[src/potsce_pkg.sv]
// Purpose: Constants and types for the pot serial command engine.
// Assumes: 24-bit frames, command nibble, address nibble, 16 data bits.
// Notes: All timing counts are in clk_in cycles at 10 MHz.
`default_nettype none
// ==========================================================
// Constants and frame layout
package potsce_pkg;
  localparam int FRAME_BITS = 24;
  localparam logic [4:0] FRAME_LAST = 5'h17;
  localparam logic [3:0] CMD_NOP = 4'h0;
  localparam logic [3:0] CMD_RESTORE = 4'h1;
  localparam logic [3:0] CMD_STORE_WIPER = 4'h2;
  localparam logic [3:0] CMD_STORE_WORD = 4'h3;
  localparam logic [3:0] CMD_RESTORE_ALL = 4'h8;
  localparam logic [3:0] CMD_READ_WORD = 4'h9;
  localparam logic [3:0] CMD_READ_WIPER = 4'ha;
  localparam logic [3:0] CMD_WRITE_WIPER = 4'hb;
  localparam logic [3:0] CMD_DOUBLE = 4'hc;
  localparam logic [3:0] CMD_INCREMENT = 4'he;
  localparam logic [3:0] SLOT_WIPER = 4'h0;
  localparam logic [3:0] SLOT_OUTPUTS = 4'h1;
  localparam logic [9:0] WIPER_FULL = 10'h3ff;
  localparam logic [9:0] WIPER_RESET = 10'h200;
  localparam logic [15:0] WORD_RESET = 16'h0000;
  localparam int NV_WORDS = 16;

  typedef struct packed {
    logic [3:0] cmd;
    logic [3:0] addr;
    logic [15:0] data;
  } potsce_frame_t;
endpackage
`default_nettype wire

[src/potsce_engine.sv]
// Purpose: Serial command engine for a 1024-position nonvolatile potentiometer.
// Assumes: Serial clock, select, data-in, restore and protect pins are async to clk_in.
// Notes: Data is sampled on serial clock rise and shifted out on its fall.
`timescale 1ns/100ps
`default_nettype none
module potsce_engine
(
  input wire logic clk_in,
  input wire logic rstn_in,
  input wire logic sclk_in,
  input wire logic csn_in,
  input wire logic sdi_in,
  input wire logic restore_strobe_pin_n_in,
  input wire logic write_protect_n_in,
  output logic sdo_out,
  output logic [9:0] wiper_code_out,
  output logic digital_output_one_out,
  output logic digital_output_two_out,
  output logic read_power_out
);
  // ==========================================================
  // Input synchronisers
  logic [4:0] meta_q;
  logic [4:0] sync_q;
  logic sclk_old_q;
  logic csn_old_q;
  logic strobe_old_q;
  always_ff @(posedge clk_in)
  begin
    meta_q <= {sclk_in, csn_in, sdi_in, restore_strobe_pin_n_in, write_protect_n_in};
    sync_q <= meta_q;
    sclk_old_q <= sync_q[4];
    csn_old_q <= sync_q[3];
    strobe_old_q <= sync_q[1];
  end
  logic sclk_rise;
  logic sclk_fall;
  logic cs_end;
  logic strobe_fall;
  logic sel;
  assign sel = !sync_q[3];
  assign sclk_rise = sel && sync_q[4] && !sclk_old_q;
  assign sclk_fall = sel && !sync_q[4] && sclk_old_q;
  assign cs_end = sync_q[3] && !csn_old_q;
  assign strobe_fall = !sync_q[1] && strobe_old_q;

  // ==========================================================
  // Frame shifter and command execution
  logic [23:0] rx_q;
  logic [23:0] rx_d;
  logic [23:0] tx_q;
  logic [23:0] tx_d;
  logic [5:0] cnt_q;
  logic [5:0] cnt_d;
  logic [9:0] wiper_q;
  logic [9:0] wiper_d;
  logic [1:0] outs_q;
  logic [1:0] outs_d;
  logic [15:0] nv_q [potsce_pkg::NV_WORDS];
  logic nv_we;
  logic [3:0] nv_addr;
  logic [15:0] nv_wdata;
  logic boot_q;
  logic read_pwr_q;
  logic read_pwr_d;
  potsce_pkg::potsce_frame_t fr;
  assign fr = rx_q;

  function automatic logic [9:0] sat_wiper(input logic [10:0] v);
    sat_wiper = v[10] ? potsce_pkg::WIPER_FULL : v[9:0];
  endfunction

  always_comb
  begin
    rx_d = rx_q;
    tx_d = tx_q;
    cnt_d = cnt_q;
    wiper_d = wiper_q;
    outs_d = outs_q;
    read_pwr_d = read_pwr_q;
    nv_we = 1'b0;
    nv_addr = fr.addr;
    nv_wdata = fr.data;
    if (sclk_rise)
    begin
      rx_d = {rx_q[22:0], sync_q[2]};
      cnt_d = (cnt_q == 6'h3f) ? cnt_q : cnt_q + 6'h01;
    end
    if (sclk_fall)
      tx_d = {tx_q[22:0], 1'b0};
    if (boot_q || strobe_fall)
    begin
      wiper_d = nv_q[potsce_pkg::SLOT_WIPER][9:0];
      outs_d = nv_q[potsce_pkg::SLOT_OUTPUTS][1:0];
    end
    else if (cs_end)
    begin
      cnt_d = 6'h00;
      if (cnt_q == 6'(potsce_pkg::FRAME_BITS))
      begin
        tx_d = rx_q;
        read_pwr_d = 1'b0;
        case (fr.cmd)
          potsce_pkg::CMD_WRITE_WIPER: wiper_d = fr.data[9:0];
          potsce_pkg::CMD_INCREMENT: wiper_d = sat_wiper({1'b0, wiper_q} + 11'h001);
          potsce_pkg::CMD_DOUBLE: wiper_d = sat_wiper({wiper_q, 1'b0});
          potsce_pkg::CMD_STORE_WIPER:
          begin
            nv_we = 1'b1;
            nv_addr = potsce_pkg::SLOT_WIPER;
            nv_wdata = {6'h00, wiper_q};
          end
          potsce_pkg::CMD_STORE_WORD: nv_we = 1'b1;
          potsce_pkg::CMD_RESTORE, potsce_pkg::CMD_RESTORE_ALL:
          begin
            wiper_d = nv_q[potsce_pkg::SLOT_WIPER][9:0];
            outs_d = nv_q[potsce_pkg::SLOT_OUTPUTS][1:0];
            read_pwr_d = 1'b1;
          end
          potsce_pkg::CMD_READ_WORD:
          begin
            tx_d = {rx_q[23:16], nv_q[fr.addr]};
            read_pwr_d = 1'b1;
          end
          potsce_pkg::CMD_READ_WIPER: tx_d = {rx_q[23:16], 6'h00, wiper_q};
          default: tx_d = rx_q;
        endcase
      end
    end
  end

  always_ff @(posedge clk_in)
  begin
    if (!rstn_in)
    begin
      rx_q <= 24'h000000;
      tx_q <= 24'h000000;
      cnt_q <= 6'h00;
      wiper_q <= potsce_pkg::WIPER_RESET;
      outs_q <= 2'h0;
      boot_q <= 1'b1;
      read_pwr_q <= 1'b0;
    end
    else
    begin
      rx_q <= rx_d;
      tx_q <= tx_d;
      cnt_q <= cnt_d;
      wiper_q <= wiper_d;
      outs_q <= outs_d;
      boot_q <= 1'b0;
      read_pwr_q <= read_pwr_d;
    end
  end

  // ==========================================================
  // Nonvolatile store
  // Reset does not clear the store, since it models cells that survive power loss.
  always_ff @(posedge clk_in)
  begin
    if (nv_we && sync_q[0])
      nv_q[nv_addr] <= nv_wdata;
  end

  assign sdo_out = tx_q[23];
  assign wiper_code_out = wiper_q;
  assign digital_output_one_out = outs_q[0];
  assign digital_output_two_out = outs_q[1];
  assign read_power_out = read_pwr_q;
endmodule
`default_nettype wire

[config.mk]
export PLATFORM = sky130hd
export DESIGN_NAME = potsce_engine
export DESIGN_NICKNAME = d
export VERILOG_FILES = /design/src/potsce_pkg.sv /design/src/potsce_engine.sv
export SDC_FILE = /design/constraint.sdc
export NUM_CORES = 1
export LEC_CHECK = 0
export CORE_MARGIN = 5
export CORE_UTILIZATION = 30
export CTS_CLUSTER_DIAMETER = 60
export DETAILED_ROUTE_END_ITERATION = 10
export DONT_BUFFER_PORTS = 1
export PLACE_DENSITY = 0.55
export RECOVER_POWER = 100
export REMOVE_ABC_BUFFERS = 1
export SETUP_SLACK_MARGIN = 0.15
export SYNTH_ARGS = -nofsm -noshare
export SYNTH_HDL_FRONTEND = slang
export SYNTH_SLANG_ARGS = --single-unit
[constraint.sdc]
create_clock -name clk_in -period 6.1 [get_ports clk_in]
set_input_delay 0.61 -clock clk_in [delete_from_list [all_inputs] [get_ports clk_in]]
set_output_delay 0.61 -clock clk_in [all_outputs]
set_load 0.01 [all_outputs]
==> results of run 1 <==
-- sequential cells by signal, indices dropped and copies added, names as in the netlist, named ones only --
signal / cells
sclk_old_q: 1
nv_q: 256
cnt_q: 6
wiper_code_out: 10
read_power_out: 1
boot_q: 1
csn_old_q: 1
tx_q: 24
strobe_old_q: 1
meta_q: 5
sync_q: 5
fr: 24
outs_q: 2
-- layer usage --
metal  wire length, um  track usage  up-vias
li1                  -            -     3832
met1             16000        0.188     4320
met2             15700        0.200      221
met3              2130       0.0283       42
met4               586       0.0312        0
met5                 0            0        -
-- worst max-delay path by stage --
stage / depth (start not counted) / slack [ns] / end / start
3_3_place_gp: 7 / 2.60 / nv_q[7][5]$_DFFE_PP_ / cnt_q[0]$_SDFF_PN0_
6_report: 3 / 1.32 / nv_q[9][5]$_DFFE_PP_ / fr[20]$_SDFFE_PN0P_
3_5_place_dp: 7 / 2.51 / nv_q[7][5]$_DFFE_PP_ / cnt_q[0]$_SDFF_PN0_
5_1_grt: 3 / 1.14 / nv_q[9][5]$_DFFE_PP_ / fr[20]$_SDFFE_PN0P_
4_1_cts: 7 / 2.52 / nv_q[7][5]$_DFFE_PP_ / cnt_q[0]$_SDFF_PN0_
2_1_floorplan: 5 / 1.58 / tx_q[9]$_SDFF_PN0_ / flop
-- layout make-up --
class | count | area, um2 | share of cell area
sequential | 341 | 9390 | 0.589
multi-input combinational | 569 | 4470 | 0.281
clock buffer | 48 | 998 | 0.0627
tap | 607 | 759 | 0.0477
clock inverter | 18 | 150 | 0.00942
timing repair buffer | 23 | 135 | 0.00848
inverter | 7 | 26.3 | 0.00165
-- logic make-up after synthesis --
| kind of cell | synth area share |
|---|---|
| muxes | 0.127 |
| xor gates and xnor gates | 0.00431 |
| adders and majority gates | 0.00264 |
| AOI/OAI and AO/OA | 0.0928 |
| and+or+nand+nor | 0.0875 |
| buffers and inverters | 0.0258 |
| DFF | 0.660 |
-- metrics by stage --
step	util	instance area, um2
global route	0.341	15900
detailed placement	0.318	14900
global placement	0.318	14900
finish	0.341	15900
CTS	0.343	16000
floorplan	-	13900
-- worst reg2reg max path, cell delays in order, from the launching register on --
cell     delay, ns
dfxtp_1       0.82
nor3b_1       1.81
nand4_1       0.38
nor2_1        1.35
-- cell usage after synthesis (5+ instances only) --
cell type / count / area, um2
nor3_1: 8 / 40.0
nand4_1: 8 / 50.1
o21ai_0: 13 / 65.1
nand2_1: 100 / 375
a2111oi_0: 6 / 52.6
a21oi_1: 55 / 275
mux2i_1: 39 / 390
dfxtp_1: 85 / 1700
mux2_2: 17 / 191
and3_1: 7 / 43.8
buf_2: 23 / 115
buf_4: 5 / 37.5
buf_1: 8 / 30.0
a22oi_1: 32 / 240
a31oi_1: 19 / 119
clkbuf_1: 33 / 124
edfxtp_1: 256 / 7690
inv_1: 7 / 26.3
a32oi_1: 6 / 52.6
o32ai_1: 8 / 70.1
a2bb2oi_1: 6 / 52.6
nand3_1: 13 / 65.1
nor2b_1: 28 / 175
and2_1: 12 / 75.1
a311oi_1: 16 / 140
mux4_2: 52 / 1170
nor2_1: 53 / 199
nand2b_1: 11 / 68.8
-- report_power, final --
group	switching, mW	internal, mW	total, mW
sequential	0.0167	2.47	2.49
combinational	0.0285	0.0112	0.0398
clock	0.919	1.21	2.13
==> results.toml, run 1 <==
[outcome]
outcome = "finished, violations left"
violations = "capacitance limit, slew limit"

[finish]
n_fill_cell = 4514
layout.nets = 990
final_cells = 1613
n_antenna_cell = 0
drive_gt1_frac = 0.143
area.growth.synth_to_final_pct = 12.0
final_cell_mix = "edfxtp_1, nand2_1, dfxtp_1"
final_common_cell = "edfxtp_1"

[critical_path]
reg2reg_depth = 3
worstSetupPathType = "flop to flop"
slowest_stage = "nor3b_1"
startpoint_type = "flop"
rr_endpoint = "nv_q[9][5]$_DFFE_PP_"
worstPathCellList = "nor3b_1, nand4_1, nor2_1"
crit_buf_inv = 0
r2r-start = "fr[20]$_SDFFE_PN0P_"
slowest_delay_ns = 1.81
crit_family = "simple AND/OR/NAND/NOR gates"
ff2ff_setup_slack_ns = 1.32
critPathArrivalTime_ns = 4.91
worstSetupEndpointType = "flop"
critPathMaxFanout = 23
cp.required_ns = 6.23

[timing]
hold_slack_ns = 0.0986
hold_viol_final = 0
relSlewSlack = -0.840
post-route-min-period_ns = 4.78
finalSetupViolations = 0
tns_ns = 0
fmax_mhz = 209
finalCritPeriodShare = 0.783
worst_slack_ns = 1.32
finClkSkew_ns = 0.0205
final_max_slew_viol_count = 108
worst_pin_slew_ns = 2.76
rsz0062_at_grt = "no"

[clock_tree]
clockBufferDepth = 3
cts_tree = "built"
post-cts-setup-buffers = 0
path_clk_slew_ns = 0.06
cts.sinks = 341
ctsHoldBuffers = 0
root_buffer = "clkbuf_16"
cts_buffers = 38
post_cts_resized = 0
clk_latency_ns = 0.54
htree_num_levels = 2

[floorplanning]
io_pins = 21
row_count = 79
die_w_um = 228
fp.dieArea_um2 = 51900
start_util = 0.304
core_area_um2 = 46800
die_h_um = 228

[logic_synthesis]
syn_area_um2 = 14200
ys_ff_latch = 341
yosysWarnings = 0
netlist-cell-type-count = 59
syn_avg_cell_area_um2 = 14.4
synth_cells = 989
synth_seq_area_share = 0.660
synth_edf_count = 256
synth_flop_cell = "edfxtp_1"
synthArstFlopShare = 0

[grt]
grt_usage = 0.130
grt_pass1_vias = 8290
antenna_found_initial = 0
grt_pass1_wl_mm = 53.3
overflow = 0
grt_max_degree = 58

[placed_design]
placed_cells = 1547
io_buffers = 0
hpwl_mm = 21.8
place_congestion = 0.835
dp_slack_ns = 2.51

[drt]
drt_iter0_markers = 819
viasPerCell = 5.22
wire_per_inst_um = 21.3
wirelength_mm = 34.4
drt_pass1_iterations = 5
drc = 0
dr_total_vias = 8415
route.antenna.remaining_nets = 0

[worst_hold_path]
hold_class = "input port to flop"
holdPathStages = 0
hold_path_startpoint = "restore_strobe_pin_n_in"
worstHoldEndpoint = "meta_q[1]$_DFF_P_"

[pwr]
irDropWorstVdd_v = 0.000163
leakagePower_nw = 4.83
power.density_nw_per_um2 = 292
finalPower_mw = 4.66

[flow_run]
drv_cap = 4
Note: power is estimated with default switching activity, not from simulation.
==> inputs of run 2 (changes only) <==
Settings changed: ABC_AREA set to 1, PLACE_DENSITY 0.55 to 0.56.
Clock period 6.1 ns to 4.01 ns, I/O delays scaled along.
==> run 2 against run 1 <==
Compared with the run above: the run still ends with capacitance limit, slew limit left; worst setup slack worse by 0.37 ns; area after synthesis is 3.7% higher; non-clock buffer count is 30 higher; critical path type unchanged; largest power group unchanged.
==> results.toml, run 2 <==
[outcome]
outcome = "finished, violations left"
violations = "capacitance limit, slew limit"

[grt]
antenna_found_initial = 0
grt_pass1_wl_mm = 61.5
grt_max_degree = 84
overflow = 0
grt_usage = 0.143
grt_pass1_vias = 10600

[floorplanning]
die_h_um = 232
die_w_um = 232
fp.dieArea_um2 = 53700
io_pins = 21
core_area_um2 = 48800
row_count = 81
start_util = 0.302

[timing]
worst_pin_slew_ns = 1.95
worst_slack_ns = 0.955
rsz0062_at_grt = "no"
fmax_mhz = 327
final_max_slew_viol_count = 40
finClkSkew_ns = 0.0176
hold_viol_final = 0
relSlewSlack = -0.301
post-route-min-period_ns = 3.05
finalCritPeriodShare = 0.762
finalSetupViolations = 0
hold_slack_ns = 0.0276

[critical_path]
worstSetupEndpointType = "flop"
crit_path_start = "cnt_q[0]$_SDFF_PN0_"
r2r-start = "cnt_q[0]$_SDFF_PN0_"
cp.required_ns = 4.17
critPathArrivalTime_ns = 3.22
critPathMaxFanout = 12
ff2ff_setup_slack_ns = 0.96
worstSetupPathType = "flop to flop"
reg2reg_depth = 11
startpoint_type = "flop"

[finish]
n_fill_cell = 5023
area.growth.synth_to_final_pct = 14.0
final_cell_mix = "nor2_1, nand2_1, edfxtp_1"
largest_reg_flops = 256
final_common_cell = "nor2_1"
regMostFlops = "nv_q"
n_antenna_cell = 0
drive_gt1_frac = 0.0794
stdcell_area_um2 = 16800
layout.nets = 1566

[clock_tree]
root_buffer = "clkbuf_16"
cts.sinks = 341
post_cts_resized = 0
path_clk_slew_ns = 0.06
htree_num_levels = 2
clk_latency_ns = 0.54
cts_buffers = 40
post-cts-setup-buffers = 0
cts_tree = "built"
ctsHoldBuffers = 8
clockBufferDepth = 3

[logic_synthesis]
synth_area_leader_cell = "edfxtp_1"
synth_cells = 1545
syn_area_um2 = 14800
syn_avg_cell_area_um2 = 9.55
yosys-top-cells-count = "nor2_1, nand2_1, edfxtp_1"
synth_seq_area_share = 0.636
ys_ff_latch = 341
synthTopCellsByArea = "edfxtp_1, dfxtp_1, nor2_1"
yosysWarnings = 0
netlist-cell-type-count = 38
synth_edf_count = 256
synth_top_cell_area_share = 0.521
synth_flop_cell = "edfxtp_1"
synth_most_common_cell = "nor2_1"
synthArstFlopShare = 0

[pwr]
combinationalPowerShare = 0.052
p_int_mw = 5.97
swShare = 0.228
switching_power_mw = 1.77
irDropWorstVdd_v = 0.000226
finalPower_mw = 7.74
power.density_nw_per_um2 = 460
p_clk_frac = 0.449
pwr-share-seq = 0.499
leakagePower_nw = 6.00

[worst_hold_path]
holdPathStages = 2
hold_class = "input port to flop"
hold_path_startpoint = "rstn_in"

[flow_run]
drv_cap = 1

[drt]
route.antenna.remaining_nets = 0
drt_iter0_markers = 933
drc = 0
dr_total_vias = 10900
viasPerCell = 4.82
wirelength_mm = 38.9
drt_pass1_iterations = 5
wire_per_inst_um = 17.3

[placed_design]
dp_slack_ns = 1.45
hpwl_mm = 23.8
io_buffers = 0
placed_area_um2 = 15600
place_congestion = 0.885
-- run 2: cell types whose count changed after synthesis, moves of 28 or more --
cell	before	now
o21ai_0	13	100
mux2i_1	39	0
nor2_1	53	325
a22oi_1	32	1
nand3_1	13	138
mux4_2	52	0
inv_1	7	80
nor2b_1	28	0
o21ai_1	2	56
nand2_1	100	286
-- run 2: cells by family after synthesis --
kind of cell,after synthesis,share of synthesized area
compound gates,228,0.0821
xor+xnor,3,0.00178
fa+ha+maj,3,0.00254
buf+inv,176,0.0516
flops,341,0.636
simple gates,794,0.226
-- run 2: worst max-delay path, cell delays in order, from the launching register on --
cell and delay (ns):
dfxtp_1 0.33, inv_1 0.08, ha_1 0.15, nand3_1 0.08, nor2_1 0.15, nand2_1 0.09
inv_1 0.30, nand3_1 0.41, o21ai_0 0.18, nand2_1 0.12, nor2_1 0.17, clkbuf_1 0.62
-- run 2: final timing paths --
check,to
setup reg to reg,nv_q[1][10]$_DFFE_PP_
hold reg to reg,sync_q[1]$_DFF_P_
setup / recovery,nv_q[1][10]$_DFFE_PP_
hold / removal,fr[20]$_SDFFE_PN0P_
-- run 2: layer usage --
| metal | part of all wire | wire [um] | global-route usage |
|---|---|---|---|
| met5 | 0 | 0 | 0 |
| met4 | 0.022 | 852 | 0.0362 |
| met3 | 0.065 | 2510 | 0.0257 |
| met2 | 0.46 | 18000 | 0.230 |
| met1 | 0.45 | 17600 | 0.202 |
-- run 2: layout make-up --
| cell class | count | area [um2] | area share |
|---|---|---|---|
| clock buffer | 48 | 1030 | 0.0613 |
| clock inverter | 24 | 228 | 0.0135 |
| inverter | 92 | 347 | 0.0206 |
| multi-input combinational | 1028 | 4610 | 0.274 |
| sequential | 341 | 9390 | 0.558 |
| tap | 664 | 831 | 0.0494 |
| timing repair buffer | 53 | 383 | 0.0228 |
-- run 2: stage by stage --
| stage | cells | setup TNS [ns] | utilization |
|---|---|---|---|
| global route | 2250 | 0 | 0.344 |
| detailed placement | 2170 | 0 | 0.319 |
| global placement | 2170 | 0 | 0.319 |
| floorplan | 1461 | -11.35 | - |
| finish | 2250 | 0 | 0.344 |
| CTS | 2250 | 0 | 0.346 |
-- run 2: power by group through the flow --
stage	Combinational [mW]	Clock (mW)	Sequential [mW]
floorplan	0.242	0	3.94
global placement	0.387	0	3.94
detailed placement	0.391	0	3.94
CTS	0.404	3.56	3.86
global route	0.448	3.70	3.87
finish	0.399	3.48	3.86
==> inputs of run 3 (changes only) <==
Settings changed: ABC_AREA 1 to 0.
Clock period 4.01 ns to 2.6 ns, I/O delays scaled along.
==> run 3 against run 2 <==
Compared with the run above: the run now ends clean; highest routed layer unchanged; clock skew rose by 0.00091 ns; fmax rose by 30%; critical path depth fell by 5; flip-flop and latch count did not move; clock-buffer cell count fell by 2; sequential power rose by 51%; final cell count fell by 26%; largest power group unchanged; largest cell class unchanged; first-iteration DRC count fell by 6.6%; sequential share of layout area rose by 1.3 points; routed wire length fell by 8.6%.
==> results.toml, run 3 (synthesis gave the netlist of run 1 again) <==
[worst_hold_path]
worstHoldEndpoint = "cnt_q[3]$_SDFF_PN0_"
hold_class = "input port to flop"
holdPathStages = 2
hold_path_startpoint = "rstn_in"

[critical_path]
cp.required_ns = 2.94
rr_endpoint = "tx_q[14]$_SDFF_PN0_"
worstSetupPathType = "flop to flop"
critPathMaxFanout = 23
ff2ff_setup_slack_ns = 0.25
slowest_delay_ns = 0.49
worstSetupEndpointType = "flop"
slowest_stage = "clkbuf_4"
reg2reg_depth = 6
crit_buf_inv = 2
startpoint_type = "flop"
worstPathCellList = "clkbuf_4, buf_4, mux2i_1, a22oi_1, a32oi_1, a311oi_1"
crit_family = "buffers and inverters"
critPathArrivalTime_ns = 2.69

[pwr]
pwr-share-seq = 0.536
power.density_nw_per_um2 = 660
irDropWorstVdd_v = 0.000340
p_clk_frac = 0.451
leakagePower_nw = 5.13
switching_power_mw = 2.15
p_int_mw = 8.70
combinationalPowerShare = 0.013
swShare = 0.198
finalPower_mw = 10.8

[finish]
largest_reg_flops = 256
utilization = 0.352
final_cell_mix = "edfxtp_1, nand2_1, dfxtp_1"
regMostFlops = "nv_q"
area.growth.synth_to_final_pct = 15.5
n_antenna_cell = 0
layout.nets = 1040
drive_gt1_frac = 0.188
final_common_cell = "edfxtp_1"

[timing]
relSlewSlack = 0.167
finalCritPeriodShare = 0.902
post-route-min-period_ns = 2.35
finClkSkew_ns = 0.0185
worst_pin_slew_ns = 1.25
fmax_mhz = 426
tns_ns = 0
hold_viol_final = 0
rsz0062_at_grt = "no"
final_max_slew_viol_count = 0
finalSetupViolations = 0

[drt]
drt_pass1_iterations = 5
drc = 0
drt_iter0_markers = 871
wire_per_inst_um = 21.4
wirelength_mm = 35.5
viasPerCell = 5.15
route.antenna.remaining_nets = 0
dr_total_vias = 8566

[floorplanning]
core_area_um2 = 46800
io_pins = 21
fp.dieArea_um2 = 51900
row_count = 79
start_util = 0.304
die_w_um = 228
die_h_um = 228

[flow_run]
drv_cap = 0

[clock_tree]
clk_latency_ns = 0.53
post-cts-setup-buffers = 0
cts_buffers = 36
cts_tree = "built"
cts.sinks = 341
root_buffer = "clkbuf_16"
htree_num_levels = 2
path_clk_slew_ns = 0.06
clockBufferDepth = 3

[grt]
grt_usage = 0.134
grt_pass1_wl_mm = 54.7
top_usage_layer = "met2"
met2_usage = 0.217
gr-usage-met1 = 0.185
grt_max_degree = 35
overflow = 0
use_met3 = 0.0284
antenna_found_initial = 0
grt_pass1_vias = 8680

[placed_design]
hpwl_mm = 23.7
io_buffers = 0
place_congestion = 0.827

[outcome]
outcome = "finished clean"
==> run 3: changes by cell type in the layout (fill, tap and decap cells not counted), sizes merged, moves of 21 or more <==
cell,before,now
a22oi,1,32
inv,92,9
mux2,0,21
mux2i,0,39
mux4,0,52
nand2,295,101
nand3,143,14
nor2,331,53
nor2b,0,28
o21ai,156,16
==> run 3: per-stage QoR <==
stage                     cells  hold WS (ns)  instance area [um2]  setup slack, ns
after floorplan             917         0.288                13900            -1.92
after CTS                  1663        0.0418                16600            0.150
after global routing       1663         0.110                16400           0.0904
after global placement     1593         0.288                15400            0.150
after detailed placement   1593         0.288                15400           0.0635
final                      1663         0.109                16400            0.255
==> run 3: power groups by stage <==
stage | clock network (mW) | registers (mW) | logic [mW]
6_report | 4.90 | 5.81 | 0.137
5_1_grt | 5.26 | 5.81 | 0.149
4_1_cts | 5.03 | 5.81 | 0.144
3_5_place_dp | 0 | 5.93 | 0.136
3_3_place_gp | 0 | 5.93 | 0.135
2_1_floorplan | 0 | 5.94 | 0.0644
==> run 3: layer usage <==
| metal | share of wire | up-vias |
|---|---|---|
| met5 | 0 | - |
| met4 | 0.019 | 0 |
| met3 | 0.061 | 50 |
| met2 | 0.48 | 246 |
| met1 | 0.44 | 4331 |
| li1 | - | 3939 |
==> run 3: area by class of cell <==
class                      instances  area, um2
fill                            4410      30300
multi-input combinational        569       4490
clock inverter                    18        143
inverter                           7       26.3
timing repair buffer              75        651
sequential                       341       9390
clock buffer                      46        980
tap                              607        759
==> run 3: worst max-delay path by stage <==
stage / startpoint / end / slack, ns / cells after the start
floorplan: flop / tx_q[9]$_SDFF_PN0_ / -1.92 / 5
global placement: cnt_q[0]$_SDFF_PN0_ / nv_q[10][14]$_DFFE_PP_ / 0.15 / 7
detailed placement: cnt_q[0]$_SDFF_PN0_ / nv_q[10][10]$_DFFE_PP_ / 0.06 / 7
CTS: cnt_q[0]$_SDFF_PN0_ / nv_q[10][0]$_DFFE_PP_ / 0.15 / 7
global route: flop / tx_q[0]$_SDFF_PN0_ / 0.09 / 6
finish: flop / tx_q[14]$_SDFF_PN0_ / 0.25 / 6
==> run 3: what timing repair did <==
| item | 4_1_cts | 5_1_grt |
|---|---|---|
| gates resized for setup | 6 | 3 |
| gates cloned | 0 | 0 |
| hold buffers | 6 | 0 |
| endpoints found under the hold margin | 10 | 0 |
| setup endpoints to repair | 93 | 426 |
